## config.mk

```make
export PLATFORM = sky130hd
export DESIGN_NAME = wmt_top
export DESIGN_NICKNAME = d
export VERILOG_FILES = /design/src/include/wmt_pkg.sv /design/src/wmt_top.sv /design/src/wmt_capture_mem.sv
export SDC_FILE = /design/constraint.sdc
export NUM_CORES = 1
export LEC_CHECK = 0
export BUFFER_PORTS_ARGS = -buffer_cell sky130_fd_sc_hd__buf_4
export CORE_MARGIN = 5
export CORE_UTILIZATION = 40
export CTS_CLUSTER_SIZE = 24
export DETAILED_ROUTE_END_ITERATION = 8
export GPL_ROUTABILITY_DRIVEN = 0
export PLACE_DENSITY_LB_ADDON = 0.12
export SLEW_MARGIN = 10
export SYNTH_ARGS = -nofsm -noshare
export SYNTH_HDL_FRONTEND = slang
export SYNTH_SLANG_ARGS = --single-unit
```

## constraint.sdc

```tcl
create_clock -name pclk -period 6.64 [get_ports pclk]
set_clock_uncertainty 0.1 [all_clocks]
set_input_delay 1.328 -clock pclk [delete_from_list [all_inputs] [get_ports pclk]]
set_output_delay 1.328 -clock pclk [all_outputs]
set_load 0.005 [all_outputs]
```

## src/include/wmt_pkg.sv

```systemverilog
// wmt_pkg: shared constants, types and helpers of the wide measure timer
package wmt_pkg;

    localparam int WMT_UNITS = 2;
    localparam int WMT_CH = 4;
    localparam int WMT_CAPS = WMT_UNITS * WMT_CH;
    localparam int WMT_DATA_W = 32;
    localparam int WMT_CAP_AW = 3;

    // register indices; the byte address on the bus is four times the index
    localparam logic [31:0] WMT_UNIT1_CTRL_IDX = 32'h0080_0feb;
    localparam logic [31:0] WMT_UNIT0_CTRL_IDX = 32'h0080_0fea;
    localparam logic [31:0] WMT_CNT0_IDX = 32'h0080_0fc0;
    localparam logic [31:0] WMT_CNT1_IDX = 32'h0080_0fc1;
    localparam logic [31:0] WMT_CAP_BASE_IDX = 32'h0080_0fc8;
    localparam logic [31:0] WMT_STATUS_IDX = 32'h0080_0fd0;
    localparam logic [31:0] WMT_MASK_IDX = 32'h0080_0fd1;

    // address bits that pick one of the eight capture words
    localparam int WMT_CAP_LSB = 2;
    localparam int WMT_CAP_MSB = 4;

    // control word fields
    localparam int WMT_CTRL_SRC_LSB = 8;
    localparam int WMT_CTRL_CLKSEL_BIT = 15;
    localparam logic [31:0] WMT_CTRL_WMASK = 32'h0000_8f00;
    localparam logic [31:0] WMT_CTRL_RESET = 32'h0000_0000;

    localparam logic [WMT_CAPS-1:0] WMT_STATUS_RESET = 8'h00;
    localparam logic [WMT_CAPS-1:0] WMT_MASK_RESET = 8'h00;
    localparam logic [31:0] WMT_CAP_RESET = 32'h0000_0000;

    typedef enum logic [2:0] {
        WMT_REG_NONE = 3'b000,
        WMT_REG_CTRL0 = 3'b001,
        WMT_REG_CTRL1 = 3'b010,
        WMT_REG_CNT0 = 3'b011,
        WMT_REG_CNT1 = 3'b100,
        WMT_REG_CAP = 3'b101,
        WMT_REG_STAT = 3'b110,
        WMT_REG_MASK = 3'b111
    } wmt_reg_e;

    // bit k = unit * 4 + channel
    typedef struct packed {
        logic unit1_ch3_pin;
        logic unit1_ch2_pin;
        logic unit1_ch1_pin;
        logic unit1_ch0_pin;
        logic unit0_ch3_pin;
        logic unit0_ch2_pin;
        logic unit0_ch1_pin;
        logic unit0_ch0_pin;
    } wmt_pins_s;

    typedef struct packed {
        logic [31:0] paddr;
        logic psel;
        logic penable;
        logic pwrite;
        logic [31:0] pwdata;
        logic [3:0] pstrb;
    } wmt_apb_req_s;

    typedef struct packed {
        logic [31:0] prdata;
        logic pready;
        logic pslverr;
    } wmt_apb_rsp_s;

    function automatic logic [31:0] wmt_byte_addr(input logic [31:0] idx);
        return {idx[29:0], 2'b00};
    endfunction : wmt_byte_addr

    function automatic logic [31:0] wmt_merge(input logic [31:0] old_v, input logic [31:0] new_v,
                                              input logic [3:0] strb);
        logic [31:0] res;
        res = old_v;
        for (int b = 0; b < 4; b++) begin
            if (strb[b]) begin
                res[b*8 +: 8] = new_v[b*8 +: 8];
            end
        end
        return res;
    endfunction : wmt_merge

endpackage : wmt_pkg

```

## src/wmt_top.sv

```systemverilog
// wmt_top: two-unit 32-bit input capture timer with apb registers
//
// Contract
// - two units, four capture channels each
// - counters count from reset release onward
// - counters have no stop or enable
// - measure event stores counter into capture
// - control bit 15 picks half clock or bus1
// - unit0 bits 8-11 pick pin or bus
// - unit1 bits 8-11 pick pin or bus
// - capture events may raise input interrupt
// - counter wraps silently, no overflow interrupt
// - counter read as one 32-bit word
// - capture words read-only, writes ignored
`timescale 1ns/1ps
module wmt_top #(
    parameter int CNT_W = 32
) (
    // clock and reset
    input wire logic pclk,
    input wire logic presetn,
    // apb slave
    input wmt_pkg::wmt_apb_req_s apb_req,
    output wmt_pkg::wmt_apb_rsp_s apb_rsp,
    // measure sources
    input wmt_pkg::wmt_pins_s pins,
    input wire logic [3:0] event_bus,
    input wire logic clock_bus1,
    // interrupt
    output logic input_event_interrupt
);
    import wmt_pkg::*;

    localparam int NSYNC = WMT_CAPS + 1;

    generate
        if (CNT_W < 2 || CNT_W > WMT_DATA_W) begin : g_bad_width
            $error("wmt_top: CNT_W must lie between 2 and 32");
        end
        // capture select bits must address exactly the capture store
        if (WMT_CAP_MSB - WMT_CAP_LSB + 1 != WMT_CAP_AW || WMT_CAPS > (1 << WMT_CAP_AW)) begin : g_bad_cap_map
            $error("wmt_top: capture address field does not match capture count");
        end
        // status and mask must fit one bus word
        if (WMT_CAPS > WMT_DATA_W) begin : g_bad_status
            $error("wmt_top: too many capture channels for one status word");
        end
    endgenerate

    function automatic wmt_reg_e decode(input logic [31:0] a);
        logic [31:0] cap_base;
        cap_base = wmt_byte_addr(WMT_CAP_BASE_IDX);
        if (a == wmt_byte_addr(WMT_UNIT0_CTRL_IDX)) begin
            return WMT_REG_CTRL0;
        end else if (a == wmt_byte_addr(WMT_UNIT1_CTRL_IDX)) begin
            return WMT_REG_CTRL1;
        end else if (a == wmt_byte_addr(WMT_CNT0_IDX)) begin
            return WMT_REG_CNT0;
        end else if (a == wmt_byte_addr(WMT_CNT1_IDX)) begin
            return WMT_REG_CNT1;
        end else if (a == wmt_byte_addr(WMT_STATUS_IDX)) begin
            return WMT_REG_STAT;
        end else if (a == wmt_byte_addr(WMT_MASK_IDX)) begin
            return WMT_REG_MASK;
        end else if (a[31:WMT_CAP_MSB+1] == cap_base[31:WMT_CAP_MSB+1] && a[WMT_CAP_LSB-1:0] == 2'b00) begin
            return WMT_REG_CAP;
        end
        return WMT_REG_NONE;
    endfunction : decode

    // ---------------- input synchronisers ----------------
    logic [NSYNC-1:0] raw_in;
    logic [NSYNC-1:0] sync1_reg, sync2_reg, sync3_reg, level_reg;
    logic [NSYNC-1:0] sync1_next, sync2_next, sync3_next, level_next;
    logic [NSYNC-1:0] pin_rise;
    logic [3:0] bus_prev_reg, bus_prev_next;
    logic [3:0] bus_rise;

    assign raw_in = {clock_bus1, pins};

    always_comb begin
        sync1_next = raw_in;
        sync2_next = sync1_reg;
        sync3_next = sync2_reg;
        // a level is accepted only once stages two and three agree
        level_next = (sync2_reg & ~(sync2_reg ^ sync3_reg)) | (level_reg & (sync2_reg ^ sync3_reg));
        pin_rise = sync2_reg & sync3_reg & ~level_reg;
        bus_prev_next = event_bus;
        bus_rise = event_bus & ~bus_prev_reg;
    end

    always_ff @(posedge pclk or negedge presetn) begin
        if (!presetn) begin
            sync1_reg <= '0;
            sync2_reg <= '0;
            sync3_reg <= '0;
            level_reg <= '0;
            bus_prev_reg <= '0;
        end else begin
            sync1_reg <= sync1_next;
            sync2_reg <= sync2_next;
            sync3_reg <= sync3_next;
            level_reg <= level_next;
            bus_prev_reg <= bus_prev_next;
        end
    end

    // ---------------- apb front end ----------------
    logic apb_setup, apb_access, wr_fire, rd_done;
    wmt_reg_e dec;
    logic rd_stage_reg, rd_stage_next;
    logic [31:0] prdata_reg, prdata_next;
    logic pslverr_reg, pslverr_next;
    logic [31:0] rd_mux;
    logic [31:0] cap_rd;

    logic [WMT_UNITS-1:0][31:0] ctrl_reg, ctrl_next;
    logic [WMT_UNITS-1:0][CNT_W-1:0] cnt_reg, cnt_next;
    logic [WMT_CAPS-1:0] status_reg, status_next;
    logic [WMT_CAPS-1:0] mask_reg, mask_next;
    logic irq_reg, irq_next;
    logic [WMT_CAPS-1:0] status_clr;

    assign apb_setup = apb_req.psel & ~apb_req.penable;
    assign apb_access = apb_req.psel & apb_req.penable;
    assign dec = decode(apb_req.paddr);
    // writes complete at once; reads wait one cycle for the registered capture word
    assign wr_fire = apb_access & apb_req.pwrite;
    assign rd_done = apb_access & ~apb_req.pwrite & rd_stage_reg;

    always_comb begin
        rd_mux = '0;
        case (dec)
            WMT_REG_CTRL0: rd_mux = ctrl_reg[0];
            WMT_REG_CTRL1: rd_mux = ctrl_reg[1];
            WMT_REG_CNT0: rd_mux = 32'(cnt_reg[0]);
            WMT_REG_CNT1: rd_mux = 32'(cnt_reg[1]);
            WMT_REG_CAP: rd_mux = cap_rd;
            WMT_REG_STAT: rd_mux = 32'(status_reg);
            WMT_REG_MASK: rd_mux = 32'(mask_reg);
            default: rd_mux = '0;
        endcase
    end

    always_comb begin
        rd_stage_next = rd_stage_reg;
        prdata_next = prdata_reg;
        pslverr_next = pslverr_reg;
        if (apb_setup) begin
            pslverr_next = (dec == WMT_REG_NONE);
            rd_stage_next = 1'b0;
        end
        if (apb_access && !apb_req.pwrite && !rd_stage_reg) begin
            prdata_next = rd_mux;
            rd_stage_next = 1'b1;
        end
        if (rd_done) begin
            rd_stage_next = 1'b0;
        end
    end

    always_comb begin
        apb_rsp.prdata = prdata_reg;
        apb_rsp.pready = apb_req.penable & (apb_req.pwrite | rd_stage_reg);
        apb_rsp.pslverr = pslverr_reg;
    end

    // ---------------- control registers ----------------
    always_comb begin
        ctrl_next = ctrl_reg;
        if (wr_fire && dec == WMT_REG_CTRL0) begin
            ctrl_next[0] = wmt_merge(ctrl_reg[0], apb_req.pwdata, apb_req.pstrb) & WMT_CTRL_WMASK;
        end
        if (wr_fire && dec == WMT_REG_CTRL1) begin
            ctrl_next[1] = wmt_merge(ctrl_reg[1], apb_req.pwdata, apb_req.pstrb) & WMT_CTRL_WMASK;
        end
    end

    // ---------------- counter clocks and counters ----------------
    logic half_reg, half_next;
    logic cb1_tick;
    logic [WMT_UNITS-1:0] unit_tick;
    logic [WMT_UNITS-1:0] cnt_wr;

    assign half_next = ~half_reg;
    // clock bus 1 passes the pin sampler, so it must run no faster than a quarter of pclk
    assign cb1_tick = pin_rise[NSYNC-1];
    // a write under clock bus 1 is taken as is; software must keep off it
    assign cnt_wr[0] = wr_fire && dec == WMT_REG_CNT0;
    assign cnt_wr[1] = wr_fire && dec == WMT_REG_CNT1;

    always_comb begin
        for (int u = 0; u < WMT_UNITS; u++) begin
            unit_tick[u] = ctrl_reg[u][WMT_CTRL_CLKSEL_BIT] ? cb1_tick : half_reg;
        end
    end

    // no enable term anywhere: only reset, or a still clock bus 1 while selected, holds the counters
    always_comb begin
        cnt_next = cnt_reg;
        for (int u = 0; u < WMT_UNITS; u++) begin
            if (cnt_wr[u]) begin
                cnt_next[u] = CNT_W'(wmt_merge(32'(cnt_reg[u]), apb_req.pwdata, apb_req.pstrb));
            end else if (unit_tick[u]) begin
                // plain wrap at all-ones, nothing is flagged
                cnt_next[u] = cnt_reg[u] + 1'b1;
            end
        end
    end

    // ---------------- capture channels ----------------
    logic [WMT_CAPS-1:0] cap_ev;
    logic [WMT_CAPS-1:0][WMT_DATA_W-1:0] cap_wdata;

    genvar k;
    generate
        for (k = 0; k < WMT_CAPS; k++) begin : g_chan
            // unit k/4, channel k%4: pin when the select bit is 0, event bus line when 1
            assign cap_ev[k] = ctrl_reg[k / WMT_CH][WMT_CTRL_SRC_LSB + k % WMT_CH] ?
                               bus_rise[k % WMT_CH] : pin_rise[k];
            assign cap_wdata[k] = 32'(cnt_reg[k / WMT_CH]);
        end
    endgenerate

    // capture words are written only by events, never by the bus
    wmt_capture_mem #(
        .W(WMT_DATA_W),
        .DEPTH(WMT_CAPS),
        .AW(WMT_CAP_AW)
    ) u_caps (
        .pclk(pclk),
        .presetn(presetn),
        .wr_en(cap_ev),
        .wr_data(cap_wdata),
        .rd_addr(apb_req.paddr[WMT_CAP_MSB:WMT_CAP_LSB]),
        .rd_data(cap_rd)
    );

    // ---------------- interrupt status and mask ----------------
    always_comb begin
        status_clr = '0;
        // clear only what the read returned, so a bit set meanwhile survives
        if (rd_done && dec == WMT_REG_STAT) begin
            status_clr = prdata_reg[WMT_CAPS-1:0];
        end
        status_next = (status_reg & ~status_clr) | cap_ev;
        mask_next = mask_reg;
        if (wr_fire && dec == WMT_REG_MASK) begin
            mask_next = WMT_CAPS'(wmt_merge(32'(mask_reg), apb_req.pwdata, apb_req.pstrb));
        end
        irq_next = |(status_next & mask_next);
    end

    // registered, so the line cannot glitch while status and mask settle
    assign input_event_interrupt = irq_reg;

    // bus front end
    always_ff @(posedge pclk or negedge presetn) begin
        if (!presetn) begin
            rd_stage_reg <= 1'b0;
            prdata_reg <= '0;
            pslverr_reg <= 1'b0;
        end else begin
            rd_stage_reg <= rd_stage_next;
            prdata_reg <= prdata_next;
            pslverr_reg <= pslverr_next;
        end
    end

    // control words come up selecting the pins and the half clock
    always_ff @(posedge pclk or negedge presetn) begin
        if (!presetn) begin
            ctrl_reg <= {WMT_UNITS{WMT_CTRL_RESET}};
        end else begin
            ctrl_reg <= ctrl_next;
        end
    end

    // divider and counters; only reset, or a still clock bus 1 while it is selected, holds them
    always_ff @(posedge pclk or negedge presetn) begin
        if (!presetn) begin
            half_reg <= 1'b0;
            cnt_reg <= '0;
        end else begin
            half_reg <= half_next;
            cnt_reg <= cnt_next;
        end
    end

    // sticky status, mask and the registered interrupt line
    always_ff @(posedge pclk or negedge presetn) begin
        if (!presetn) begin
            status_reg <= WMT_STATUS_RESET;
            mask_reg <= WMT_MASK_RESET;
            irq_reg <= 1'b0;
        end else begin
            status_reg <= status_next;
            mask_reg <= mask_next;
            irq_reg <= irq_next;
        end
    end

endmodule : wmt_top

```

## src/wmt_capture_mem.sv

```systemverilog
// wmt_capture_mem: capture word store, one write port per word, registered read
`timescale 1ns/1ps
module wmt_capture_mem #(
    parameter int W = 32,
    parameter int DEPTH = 8,
    parameter int AW = 3
) (
    // clock and reset
    input wire logic pclk,
    input wire logic presetn,
    // per-word capture writes
    input wire logic [DEPTH-1:0] wr_en,
    input wire logic [DEPTH-1:0][W-1:0] wr_data,
    // read port
    input wire logic [AW-1:0] rd_addr,
    output logic [W-1:0] rd_data
);
    import wmt_pkg::*;

    generate
        if (DEPTH < 1 || DEPTH > (1 << AW) || W < 1 || W > 32) begin : g_bad
            $error("wmt_capture_mem: unsupported W, DEPTH or AW");
        end
    endgenerate

    logic [DEPTH-1:0][W-1:0] mem_reg;
    logic [DEPTH-1:0][W-1:0] mem_next;
    logic [W-1:0] rd_data_next;

    // every channel may capture in the same cycle, so each word has its own port
    always_comb begin
        mem_next = mem_reg;
        for (int i = 0; i < DEPTH; i++) begin
            if (wr_en[i]) begin
                mem_next[i] = wr_data[i];
            end
        end
        rd_data_next = '0;
        if (int'(rd_addr) < DEPTH) begin
            rd_data_next = mem_reg[rd_addr];
        end
    end

    always_ff @(posedge pclk or negedge presetn) begin
        if (!presetn) begin
            mem_reg <= {DEPTH{WMT_CAP_RESET[W-1:0]}};
            rd_data <= '0;
        end else begin
            mem_reg <= mem_next;
            rd_data <= rd_data_next;
        end
    end

endmodule : wmt_capture_mem

```

==> results of run 1 <==
[cell usage in the layout (no fill, tap or decap), types with 5 or more instances in the layout]
| master | n |
|---|---|
| and2_1 | 5 |
| nor3_1 | 9 |
| clkbuf_8 | 16 |
| nor3b_1 | 8 |
| a31o_2 | 8 |
| nor2_1 | 88 |
| mux2i_1 | 12 |
| and3_1 | 18 |
| nand3_1 | 33 |
| clkbuf_16 | 53 |
| nor2b_1 | 7 |
| a31oi_1 | 15 |
| clkinv_1 | 8 |
| dfrtp_1 | 454 |
| mux4_2 | 64 |
| o22ai_1 | 11 |
| a21oi_1 | 104 |
| nor4_1 | 7 |
| and4_1 | 8 |
| ha_1 | 11 |
| a2bb2oi_1 | 16 |
| a21o_1 | 10 |
| mux2_2 | 78 |
| o21ai_0 | 59 |
| nand2_1 | 816 |
| nand4_1 | 20 |
| a222oi_1 | 32 |
| clkbuf_1 | 13 |
| buf_4 | 153 |
| clkinv_2 | 8 |
| inv_1 | 9 |
| a22oi_1 | 9 |
[worst paths after layout]
check                        startpoint                    end  slack (ns)  cells past startpoint
max                         apb_req[53]         cap_wdata[148]        2.43                      8
min                        sync1_reg[6]           sync2_reg[6]        0.25                      0
max reg2reg                sync2_reg[5]  input_event_interrupt        3.29                      8
min reg2reg                sync1_reg[6]           sync2_reg[6]        0.25                      0
max in group asynchronous       presetn    u_caps.mem_reg[222]        4.42                      2
min in group asynchronous       presetn    u_caps.mem_reg[148]        0.61                      1
[metal layers]
layer  track usage [%]  share of wire, %  routed length [um]
met1             33.43                44               29650
met2             37.90                47               31920
met3             3.888               6.5                4407
met4             6.730               2.7                1818
met5                 0                 0                   0
[kinds of logic (layout without fill, tap and decap cells)]
group           count (synthesis)  after routing  synth area share [%]
compound gates                296            296                 9.237
buf+inv                       170            268                 3.304
simple gates                 1047           1047                 20.56
mux                           159            159                 11.99
flops                         454            454                 54.25
fa+ha+maj                      11             11                0.6572
[metrics by stage]
| step | hold WS (ns) | util [%] | cells |
|---|---|---|---|
| after detailed placement | 0.2372 | 43.44 | 2821 |
| after global placement | 0.2330 | 43.44 | 2821 |
| after CTS | 0.2489 | 46.80 | 2915 |
| after global routing | 0.2540 | 46.80 | 2915 |
| final | 0.2478 | 46.80 | 2915 |
| after floorplan | 0.2312 | - | 2137 |
[power by group through the flow]
| stage | sequential, mW | combinational (mW) | clock [mW] |
|---|---|---|---|
| 2_1_floorplan | 3.17 | 0.378 | 0 |
| 3_3_place_gp | 3.20 | 0.716 | 0 |
| 3_5_place_dp | 3.21 | 0.730 | 0 |
| 4_1_cts | 3.16 | 0.730 | 2.97 |
| 5_1_grt | 3.19 | 0.798 | 3.08 |
| 6_report | 3.16 | 0.718 | 2.91 |
[layout make-up]
class / instances / share of cell area (%)
Inverter: 17 / 0.2642
Clock inverter: 12 / 0.5698
Sequential cell: 454 / 47.03
Tap cell: 680 / 3.522
Timing Repair Buffer: 157 / 5.066
Multi-Input combinational cell: 1513 / 36.94
Clock buffer: 82 / 6.604
[worst register-to-register path: stages, from the launching register on]
cell	delay (ns)
dfrtp_1	0.37
ha_1	0.15
nor3b_1	0.18
a21o_1	0.64
clkinv_1	0.72
buf_4	0.53
a31oi_1	0.30
a22oi_1	0.13
nand4_1	0.16
==> flow_summary_export.csv, run 1 <==
group,metric,value,unit
run_status,outcome,"completed",
finish,stdcell_area,24160,um2
timing,period_minus_slack,4.205,ns
critical_path,critPathTopFamily,"simple AND/OR/NAND/NOR gates",
floorplan,core_region_area,51610,um2
critical_path,worst_ep_arrival_time,4.58,ns
synthesis,yosysTopAreaCell,"dfrtp_1",
pwr,power.leakage,11.70,nW
synthesis,yosysWarningCount,0,
cts,cts_hold_buf,0,
floorplan,die_w,238.8,um
synthesis,async_flop_share,100.0,%
routing,wirelength,67800,um
routing,drt_iter0_drc,1556,
global_route,grt_pass1_vias,16350,
cts,numClockSinks,454,
job,max_cap_viol_count,0,
timing,finalCritPeriodShare,63.33,%
global_route,grt.total_usage,23.62,%
routing,dr.pass1.iters,7,
floorplan,start_util,40.57,%
finish,drive_above_1_share,18.30,%
synthesis,yosysTopAreaCellShare,54.25,%
finish,area_growth,15.35,%
pwr,combPwrFrac,10.6,%
routing,ant_nets,0,
global_route,grt_pass1_wl,103000,um
critical_path,crit_fanout,40,
placement,portBuffers,120,
cts,cts_buffers,50,
timing,slew_violations,0,
synthesis,yosysMostFrequentCell,"nand2_1",
floorplan,die_h,238.8,um
pwr,power.density,281.2,nW/um2
critical_path,cp_num_buf_inv,2,
routing,drc_errors,0,
placement,dpl_cell_area,22420,um2
critical_path,cp_data_required_time,7.01,ns
min_path,hold_path.class,"reg2reg",
critical_path,slowest_stage,"or4_2",
floorplan,io_pins,121,
timing,rsz0062_at_grt,"no",
timing,fin_setup_tns,0,ns
global_route,antenna_found_initial,2,
finish,fill_cells,4823,
timing,hold_viol,0,
pwr,p_int,5.080,mW
timing,setup_viol,0,
synthesis,synth_fp_nets,2234,
synthesis,synth_area_leaders,"dfrtp_1 54%, nand2_1 15%, mux4_2 6.9%, mux2_2 4.2%, a21oi_1 2.5%",
synthesis,synth-seq-cells,454,
synthesis,synth_edf_count,0,
critical_path,critPathLaunchType,"primary input",
timing,max_freq,237.8,MHz
critical_path,critPathKind,"in2reg",
finish,insertedDiodeCount,0,
routing,vias,16380,
global_route,grt_max_degree,120,
cts,htree_levels,2,
cts,clock-root-buffer,"clkbuf_16",
timing,tightestPinTransition,1.154,ns
pwr,switching_share,25.23,%
cts,post_cts_buffers,0,
synthesis,synthCells,2137,
pwr,power.switching,1.714,mW
placement,place_ws,1.848,ns
critical_path,cp_slowest_stage_delay,1.03,ns
pwr,pwr-share-clk,42.9,%
critical_path,cp_cell_sequence,"buf_4 -> or4b_1 -> or3_1 -> or4_2 -> buf_4 -> mux2_2 -> a21oi_1 -> a21oi_1",
global_route,grt_overflow_total,0,
finish,largest_reg_flops,256,
finish,multi_input_area,8924,um2
floorplan,rows,83,
pwr,peakVddDrop,0.0001890,V
cts,clkSlewWorstSetupHoldPaths,0.06,ns
routing,wire_per_inst,23.26,um
synthesis,dominantRegCellSynth,"dfrtp_1",
timing,relSlewSlack,20.86,%
placement,post-dp-hpwl,42930,um
critical_path,crit_path_end_kind,"flip-flop",
synthesis,syn_area_per_cell,9.799,um2
finish,register_area,11360,um2
pwr,p_total,6.794,mW
synthesis,seq_area_frac_synth,54.25,%
cts,cts.path.max_buffers,3,
cts,cts_tree,"yes",
synthesis,synth.distinct_cells,60,
synthesis,yosys-top-cells-count,"816 x nand2_1, 454 x dfrtp_1, 106 x clkbuf_1, 104 x a21oi_1, 88 x nor2_1",
timing,worst_slack,2.435,ns
cts,insertion_delay,0.59,ns
cts,cts_resized,0,
pwr,seqPwrFrac,46.5,%
synthesis,synth_area,20940,um2
routing,vias_per_cell,5.620,
finish,fin_nets,2290,
floorplan,fp.dieArea,57030,um2
(Power assumes the default switching activity.)
==> inputs of run 2 (changes only) <==
==> constraint.sdc (replaced) <==
create_clock -name pclk -period 4.1 [get_ports pclk]
set_clock_uncertainty 0.1 [all_clocks]
set_input_delay 0.82 -clock pclk [delete_from_list [all_inputs] [get_ports pclk]]
set_output_delay 0.82 -clock pclk [all_outputs]
set_load 0.005 [all_outputs]
==> run 2 against run 1 <==
Against the previous run: the run now ends with DRC left; wire length decreased by 1.4%; non-clock buffer count is 32 higher; via count grew 0.41%; clock power is 66% higher; clock-buffer cell count down 7; cell count grew 0.99%; first-iteration DRC count is 5.3% lower; critical path type unchanged.
==> flow_summary_export.csv, run 2 (same netlist as run 1, synthesis figures left out) <==
group,metric,value,unit
global_route,grt.total_usage,23.30,%
finish,mostFrequentLayoutCells,"816 x nand2_1, 454 x dfrtp_1, 177 x buf_4, 104 x a21oi_1, 88 x nor2_1",
cts,cts_hold_buf,0,
placement,placed_cells,2853,
cts,clkSlewWorstSetupHoldPaths,0.06,ns
timing,hold_viol,0,
floorplan,rows,83,
timing,rsz0062_at_grt,"no",
finish,drive_above_1_share,19.57,%
critical_path,reg2reg_to,"cap_wdata[159]",
routing,vias_per_cell,5.587,
min_path,hold_path.class,"in2reg",
global_route,grt_pass1_wl,102400,um
floorplan,core_region_area,51610,um2
cts,cts_buffers,50,
routing,dr.pass1.iters,9,
placement,dpl_cell_area,22760,um2
critical_path,rrSetupSlack,1.34,ns
placement,portBuffers,120,
global_route,grt_overflow_total,0,
finish,post_layout_nonfiller_instances,2944,
finish,insertedDiodeCount,0,
min_path,holdPathEnd,"sync1_reg[7]",
pwr,peakVddDrop,0.0003701,V
finish,fin_nets,2322,
timing,period_minus_slack,3.343,ns
floorplan,fp.dieArea,57030,um2
floorplan,die_h,238.8,um
finish,area_growth,17.14,%
run_status,violations,"DRC",
critical_path,critPathLaunchType,"primary input",
cts,cts_tree,"yes",
critical_path,crit_path_end_kind,"flip-flop",
timing,setup_viol,0,
critical_path,worst_ep_arrival_time,3.69,ns
cts,cts.path.max_buffers,3,
global_route,grt_pass1_vias,16410,
routing,wire_per_inst,22.72,um
critical_path,critPathKind,"in2reg",
routing,vias,16450,
job,max_cap_viol_count,0,
cts,numClockSinks,454,
global_route,antenna_found_initial,3,
global_route,grt_max_degree,114,
timing,relSlewSlack,15.30,%
finish,final_common_cell,"nand2_1",
critical_path,ff2ff_path_depth,7,
cts,insertion_delay,0.60,ns
cts,post_cts_buffers,0,
cts,clock-root-buffer,"clkbuf_16",
critical_path,regToRegStartpoint,"cap_wdata[130]",
floorplan,io_pins,121,
timing,finalCritPeriodShare,81.54,%
min_path,whs_path_depth,1,
cts,cts_resized,0,
routing,drt_iter0_drc,1473,
min_path,holdCritStartpoint,"pins[7]",
floorplan,die_w,238.8,um
pwr,power.leakage,11.90,nW
cts,htree_levels,2,
finish,largest_reg_flops,256,
timing,max_freq,299.1,MHz
placement,post-dp-hpwl,43160,um
run_status,outcome,"finished with violations",
routing,ant_nets,0,
timing,fin_setup_tns,0,ns
floorplan,start_util,40.57,%
critical_path,crit_path_start,"apb_req[53]",
timing,whs,0.2348,ns
pwr,power.density,453.5,nW/um2
critical_path,cp_data_required_time,4.45,ns
critical_path,crit_fanout,21,
finish,stdcell_area,24530,um2
timing,tightestPinTransition,1.235,ns
routing,drc_errors,3,
timing,slew_violations,0,
routing,wirelength,66880,um
[run 2: area by class of cell]
cell class                      instances  area [um2]
Clock buffer                           75        1526
Inverter                               17       63.81
Tap cell                              680       850.8
Clock inverter                         16       241.5
Sequential cell                       454       11360
Fill cell                            4800       27080
Multi-Input combinational cell       1513        8924
Timing Repair Buffer                  189        1564
[run 2: where the power goes]
group	switching, mW	internal (mW)	total [mW]	leakage [nW]
Sequential	0.227	4.89	5.12	5.76
Clock	1.90	2.94	4.84	0.866
Combinational	0.653	0.516	1.17	5.28
Total	2.78	8.35	11.1	11.9
[run 2: per-stage QoR]
stage                     util [%]  total power [mW]  setup WS, ns
after floorplan                  -             5.741        0.7153
after global placement       44.10             6.348        0.1992
after detailed placement     44.10             6.390        0.1667
after CTS                    47.53             11.25        0.8117
after global routing         47.53             11.57        0.6324
final                        47.53             11.12        0.7568
[run 2: worst max path at each step]
| stage | endpoint | cells after the start | slack, ns |
|---|---|---|---|
| floorplan | cap_wdata[28] | 9 | 0.72 |
| global placement | cap_wdata[2] | 7 | 0.20 |
| detailed placement | cap_wdata[7] | 7 | 0.17 |
| CTS | cap_wdata[7] | 7 | 0.81 |
| global route | cap_wdata[7] | 7 | 0.63 |
| finish | cap_wdata[7] | 7 | 0.76 |
[run 2: per-layer routing]
layer  track usage [%]  share of wire (%)  vias to the layer above
li1                  -                  -                     7493
met1             33.34                 44                     8314
met3             2.573                5.7                      105
met5                 0                  0                        -
met4             6.713                2.7                        0
met2             37.91                 47                      537
[run 2: critical path, stage by stage]
cell,delay [ns]
buf_4,0.10
or4b_1,0.52
or3_1,0.48
or4_2,0.97
mux2i_2,0.53
nor2_1,0.10
a2bb2oi_1,0.15
==> inputs of run 3 (changes only) <==
--- a/config.mk
+++ b/config.mk
@@ -5,6 +5,7 @@
 export SDC_FILE = /design/constraint.sdc
 export NUM_CORES = 1
 export LEC_CHECK = 0
+export ABC_AREA = 1
 export BUFFER_PORTS_ARGS = -buffer_cell sky130_fd_sc_hd__buf_4
 export CORE_MARGIN = 5
 export CORE_UTILIZATION = 40
==> constraint.sdc (replaced) <==
create_clock -name pclk -period 2.82 [get_ports pclk]
set_clock_uncertainty 0.1 [all_clocks]
set_input_delay 0.564 -clock pclk [delete_from_list [all_inputs] [get_ports pclk]]
set_output_delay 0.564 -clock pclk [all_outputs]
set_load 0.005 [all_outputs]
==> run 3 against run 2 <==
Against the previous run: the run now ends clean; combinational power grew 31%; area after synthesis grew 3.0%; cell count grew 21%; die area grew 2.9%; largest power group unchanged; flip-flop and latch count is the same; highest routed layer unchanged; non-clock buffer count grew 28; via count grew 16%; first-iteration DRC count grew 35%; final area grew 3.9%; critical path depth grew 2; total power grew 42%; worst hold slack lost 0.066 ns.
==> flow_summary_export.csv, run 3 <==
group,metric,value,unit
run_status,outcome,"completed",
critical_path,ff2ff_path_depth,9,
timing,fin_setup_tns,0,ns
floorplan,start_util,40.26,%
global_route,grt_overflow_total,0,
synthesis,yosysTopAreaCellShare,52.65,%
critical_path,critPathCapture,"cap_wdata[144]",
timing,max_freq,395.3,MHz
placement,dpl_cell_area,23590,um2
cts,numClockSinks,454,
floorplan,die_w,242.3,um
global_route,grt_pass1_wl,114300,um
floorplan,fp.dieArea,58690,um2
cts,cts_tree,"yes",
critical_path,regToRegStartpoint,"cap_wdata[129]",
synthesis,synth_area,21580,um2
finish,stdcell_area,25480,um2
timing,finalCritPeriodShare,89.71,%
routing,wire_per_inst,21.12,um
routing,ant_nets,0,
cts,insertion_delay,0.61,ns
min_path,hold_path.class,"in2reg",
critical_path,crit_path_start,"cap_wdata[129]",
routing,drc_errors,0,
critical_path,crit_fanout,6,
global_route,grt_max_degree,95,
floorplan,die_h,242.3,um
synthesis,synth_area_leaders,"dfrtp_1 53%, nand2_1 17%, o21ai_0 8.0%, inv_1 4.0%, nor2_1 2.5%",
synthesis,synth_edf_count,0,
synthesis,syn_area_per_cell,7.962,um2
cts,cts.path.max_buffers,3,
job,max_cap_viol_count,0,
timing,tightestPinTransition,0.7194,ns
synthesis,async_flop_share,100.0,%
critical_path,worst_ep_arrival_time,2.91,ns
floorplan,io_pins,121,
synthesis,yosysWarningCount,0,
pwr,power.density,618.6,nW/um2
global_route,grt.total_usage,25.06,%
finish,fin_nets,2930,
pwr,peakVddDrop,0.0004411,V
critical_path,critPathKind,"reg2reg",
synthesis,synth_fp_nets,2807,
timing,relSlewSlack,52.04,%
pwr,p_total,15.76,mW
floorplan,core_region_area,53600,um2
timing,slew_violations,0,
finish,post-route-util,47.54,%
synthesis,yosysMostFrequentCell,"nand2_1",
timing,setup_viol,0,
finish,final_common_cell,"nand2_1",
critical_path,reg2reg_to,"cap_wdata[144]",
synthesis,yosys-top-cells-count,"964 x nand2_1, 454 x dfrtp_1, 344 x o21ai_0, 228 x inv_1, 141 x nor2_1",
finish,area_growth,18.09,%
global_route,grt_pass1_vias,18430,
critical_path,critPathLaunchType,"flip-flop",
placement,post-dp-hpwl,53880,um
timing,period_minus_slack,2.530,ns
routing,vias_per_cell,5.344,
synthesis,synth.distinct_cells,40,
placement,portBuffers,120,
finish,mostFrequentLayoutCells,"962 x nand2_1, 454 x dfrtp_1, 344 x o21ai_0, 228 x inv_1, 187 x buf_4",
finish,largest_reg_flops,256,
finish,drive_above_1_share,11.25,%
routing,drt_iter0_drc,1988,
critical_path,cp_data_required_time,3.20,ns
synthesis,dominantRegCellSynth,"dfrtp_1",
floorplan,rows,85,
cts,cts_buffers,51,
timing,hold_viol,0,
routing,vias,19070,
pwr,power.leakage,12.33,nW
cts,cts_resized,0,
synthesis,seq_area_frac_synth,52.65,%
synthesis,synthCells,2710,
cts,clock-root-buffer,"clkbuf_16",
synthesis,synth-seq-cells,454,
cts,htree_levels,2,
critical_path,crit_path_end_kind,"flip-flop",
routing,wirelength,75390,um
critical_path,rrSetupSlack,0.29,ns
synthesis,yosysTopAreaCell,"dfrtp_1",
global_route,antenna_found_initial,1,
timing,rsz0062_at_grt,"no",
routing,dr.pass1.iters,6,
cts,clkSlewWorstSetupHoldPaths,0.06,ns
[run 3: area by class of cell]
type	instances	area, um2
multi-input combinational	1867	8728
antenna	2	5.005
fill	5288	28120
timing repair buffer	217	1859
sequential	454	11360
tap	696	870.8
clock inverter	15	226.5
clock buffer	76	1521
inverter	242	908.4
[run 3: cell families (layout without fill, tap and decap cells)]
| kind of cell | after synthesis | in the layout | share of synthesized area (%) |
|---|---|---|---|
| mux | 9 | 9 | 0.4639 |
| fa+ha+maj | 11 | 11 | 0.6378 |
| xor+xnor | 47 | 47 | 1.908 |
| compound gates | 528 | 528 | 13.78 |
| simple gates | 1272 | 1272 | 23.56 |
| buf+inv | 389 | 550 | 7.004 |
| flops | 454 | 454 | 52.65 |
| other cells | 0 | 2 | 0 |
[run 3: how the worst min path moves through the flow]
stage / start / end / slack (ns) / cells after the start
floorplan: presetn / async pin / 0.17 / 0
global placement: sync1_reg[2] / sync2_reg[2] / 0.23 / 0
detailed placement: sync1_reg[6] / sync2_reg[6] / 0.24 / 0
CTS: apb_req[38] / pslverr_reg / 0.14 / 4
global route: apb_req[23] / cap_wdata[147] / 0.18 / 3
finish: apb_req[38] / pslverr_reg / 0.17 / 4
[run 3: metrics by stage]
step	cells	hold WS [ns]	worst slack [ns]
3_3_place_gp	3462	0.2331	0.2018
3_5_place_dp	3462	0.2363	0.1819
6_report	3569	0.1689	0.2903
5_1_grt	3568	0.1781	0.1942
4_1_cts	3567	0.1365	0.3476
2_1_floorplan	2710	0.1684	0.6980
[run 3: power by group]
part	leakage, nW	switching [mW]	internal [mW]	total, mW
combinational	5.74	1.01	0.518	1.53
sequential	5.72	0.240	7.05	7.29
clock	0.864	2.76	4.18	6.94
total	12.3	4.01	11.7	15.8
[run 3: worst max-delay path: stages (launching register included)]
cell and delay, ns:
dfrtp_1 0.51, ha_1 0.28, nand3_1 0.31, nor3_1 0.48, inv_1 0.16, nor2_1 0.14
xor2_1 0.19, nand2_1 0.07, o211ai_1 0.08, o21ai_1 0.09
[run 3: layer usage]
metal	wire length [um]	global-route usage, %	share of wire (%)
met3	5719	5.803	7.6
met5	0	0	0
met4	2244	7.486	3.0
met2	33600	38.15	45
met1	33820	35.93	45
[run 3: repair_timing]
| item | 4_1_cts | 5_1_grt |
|---|---|---|
| endpoints found under the hold margin | 47 | 0 |
| hold buffers | 14 | 0 |
| setup buffers | 0 | 0 |
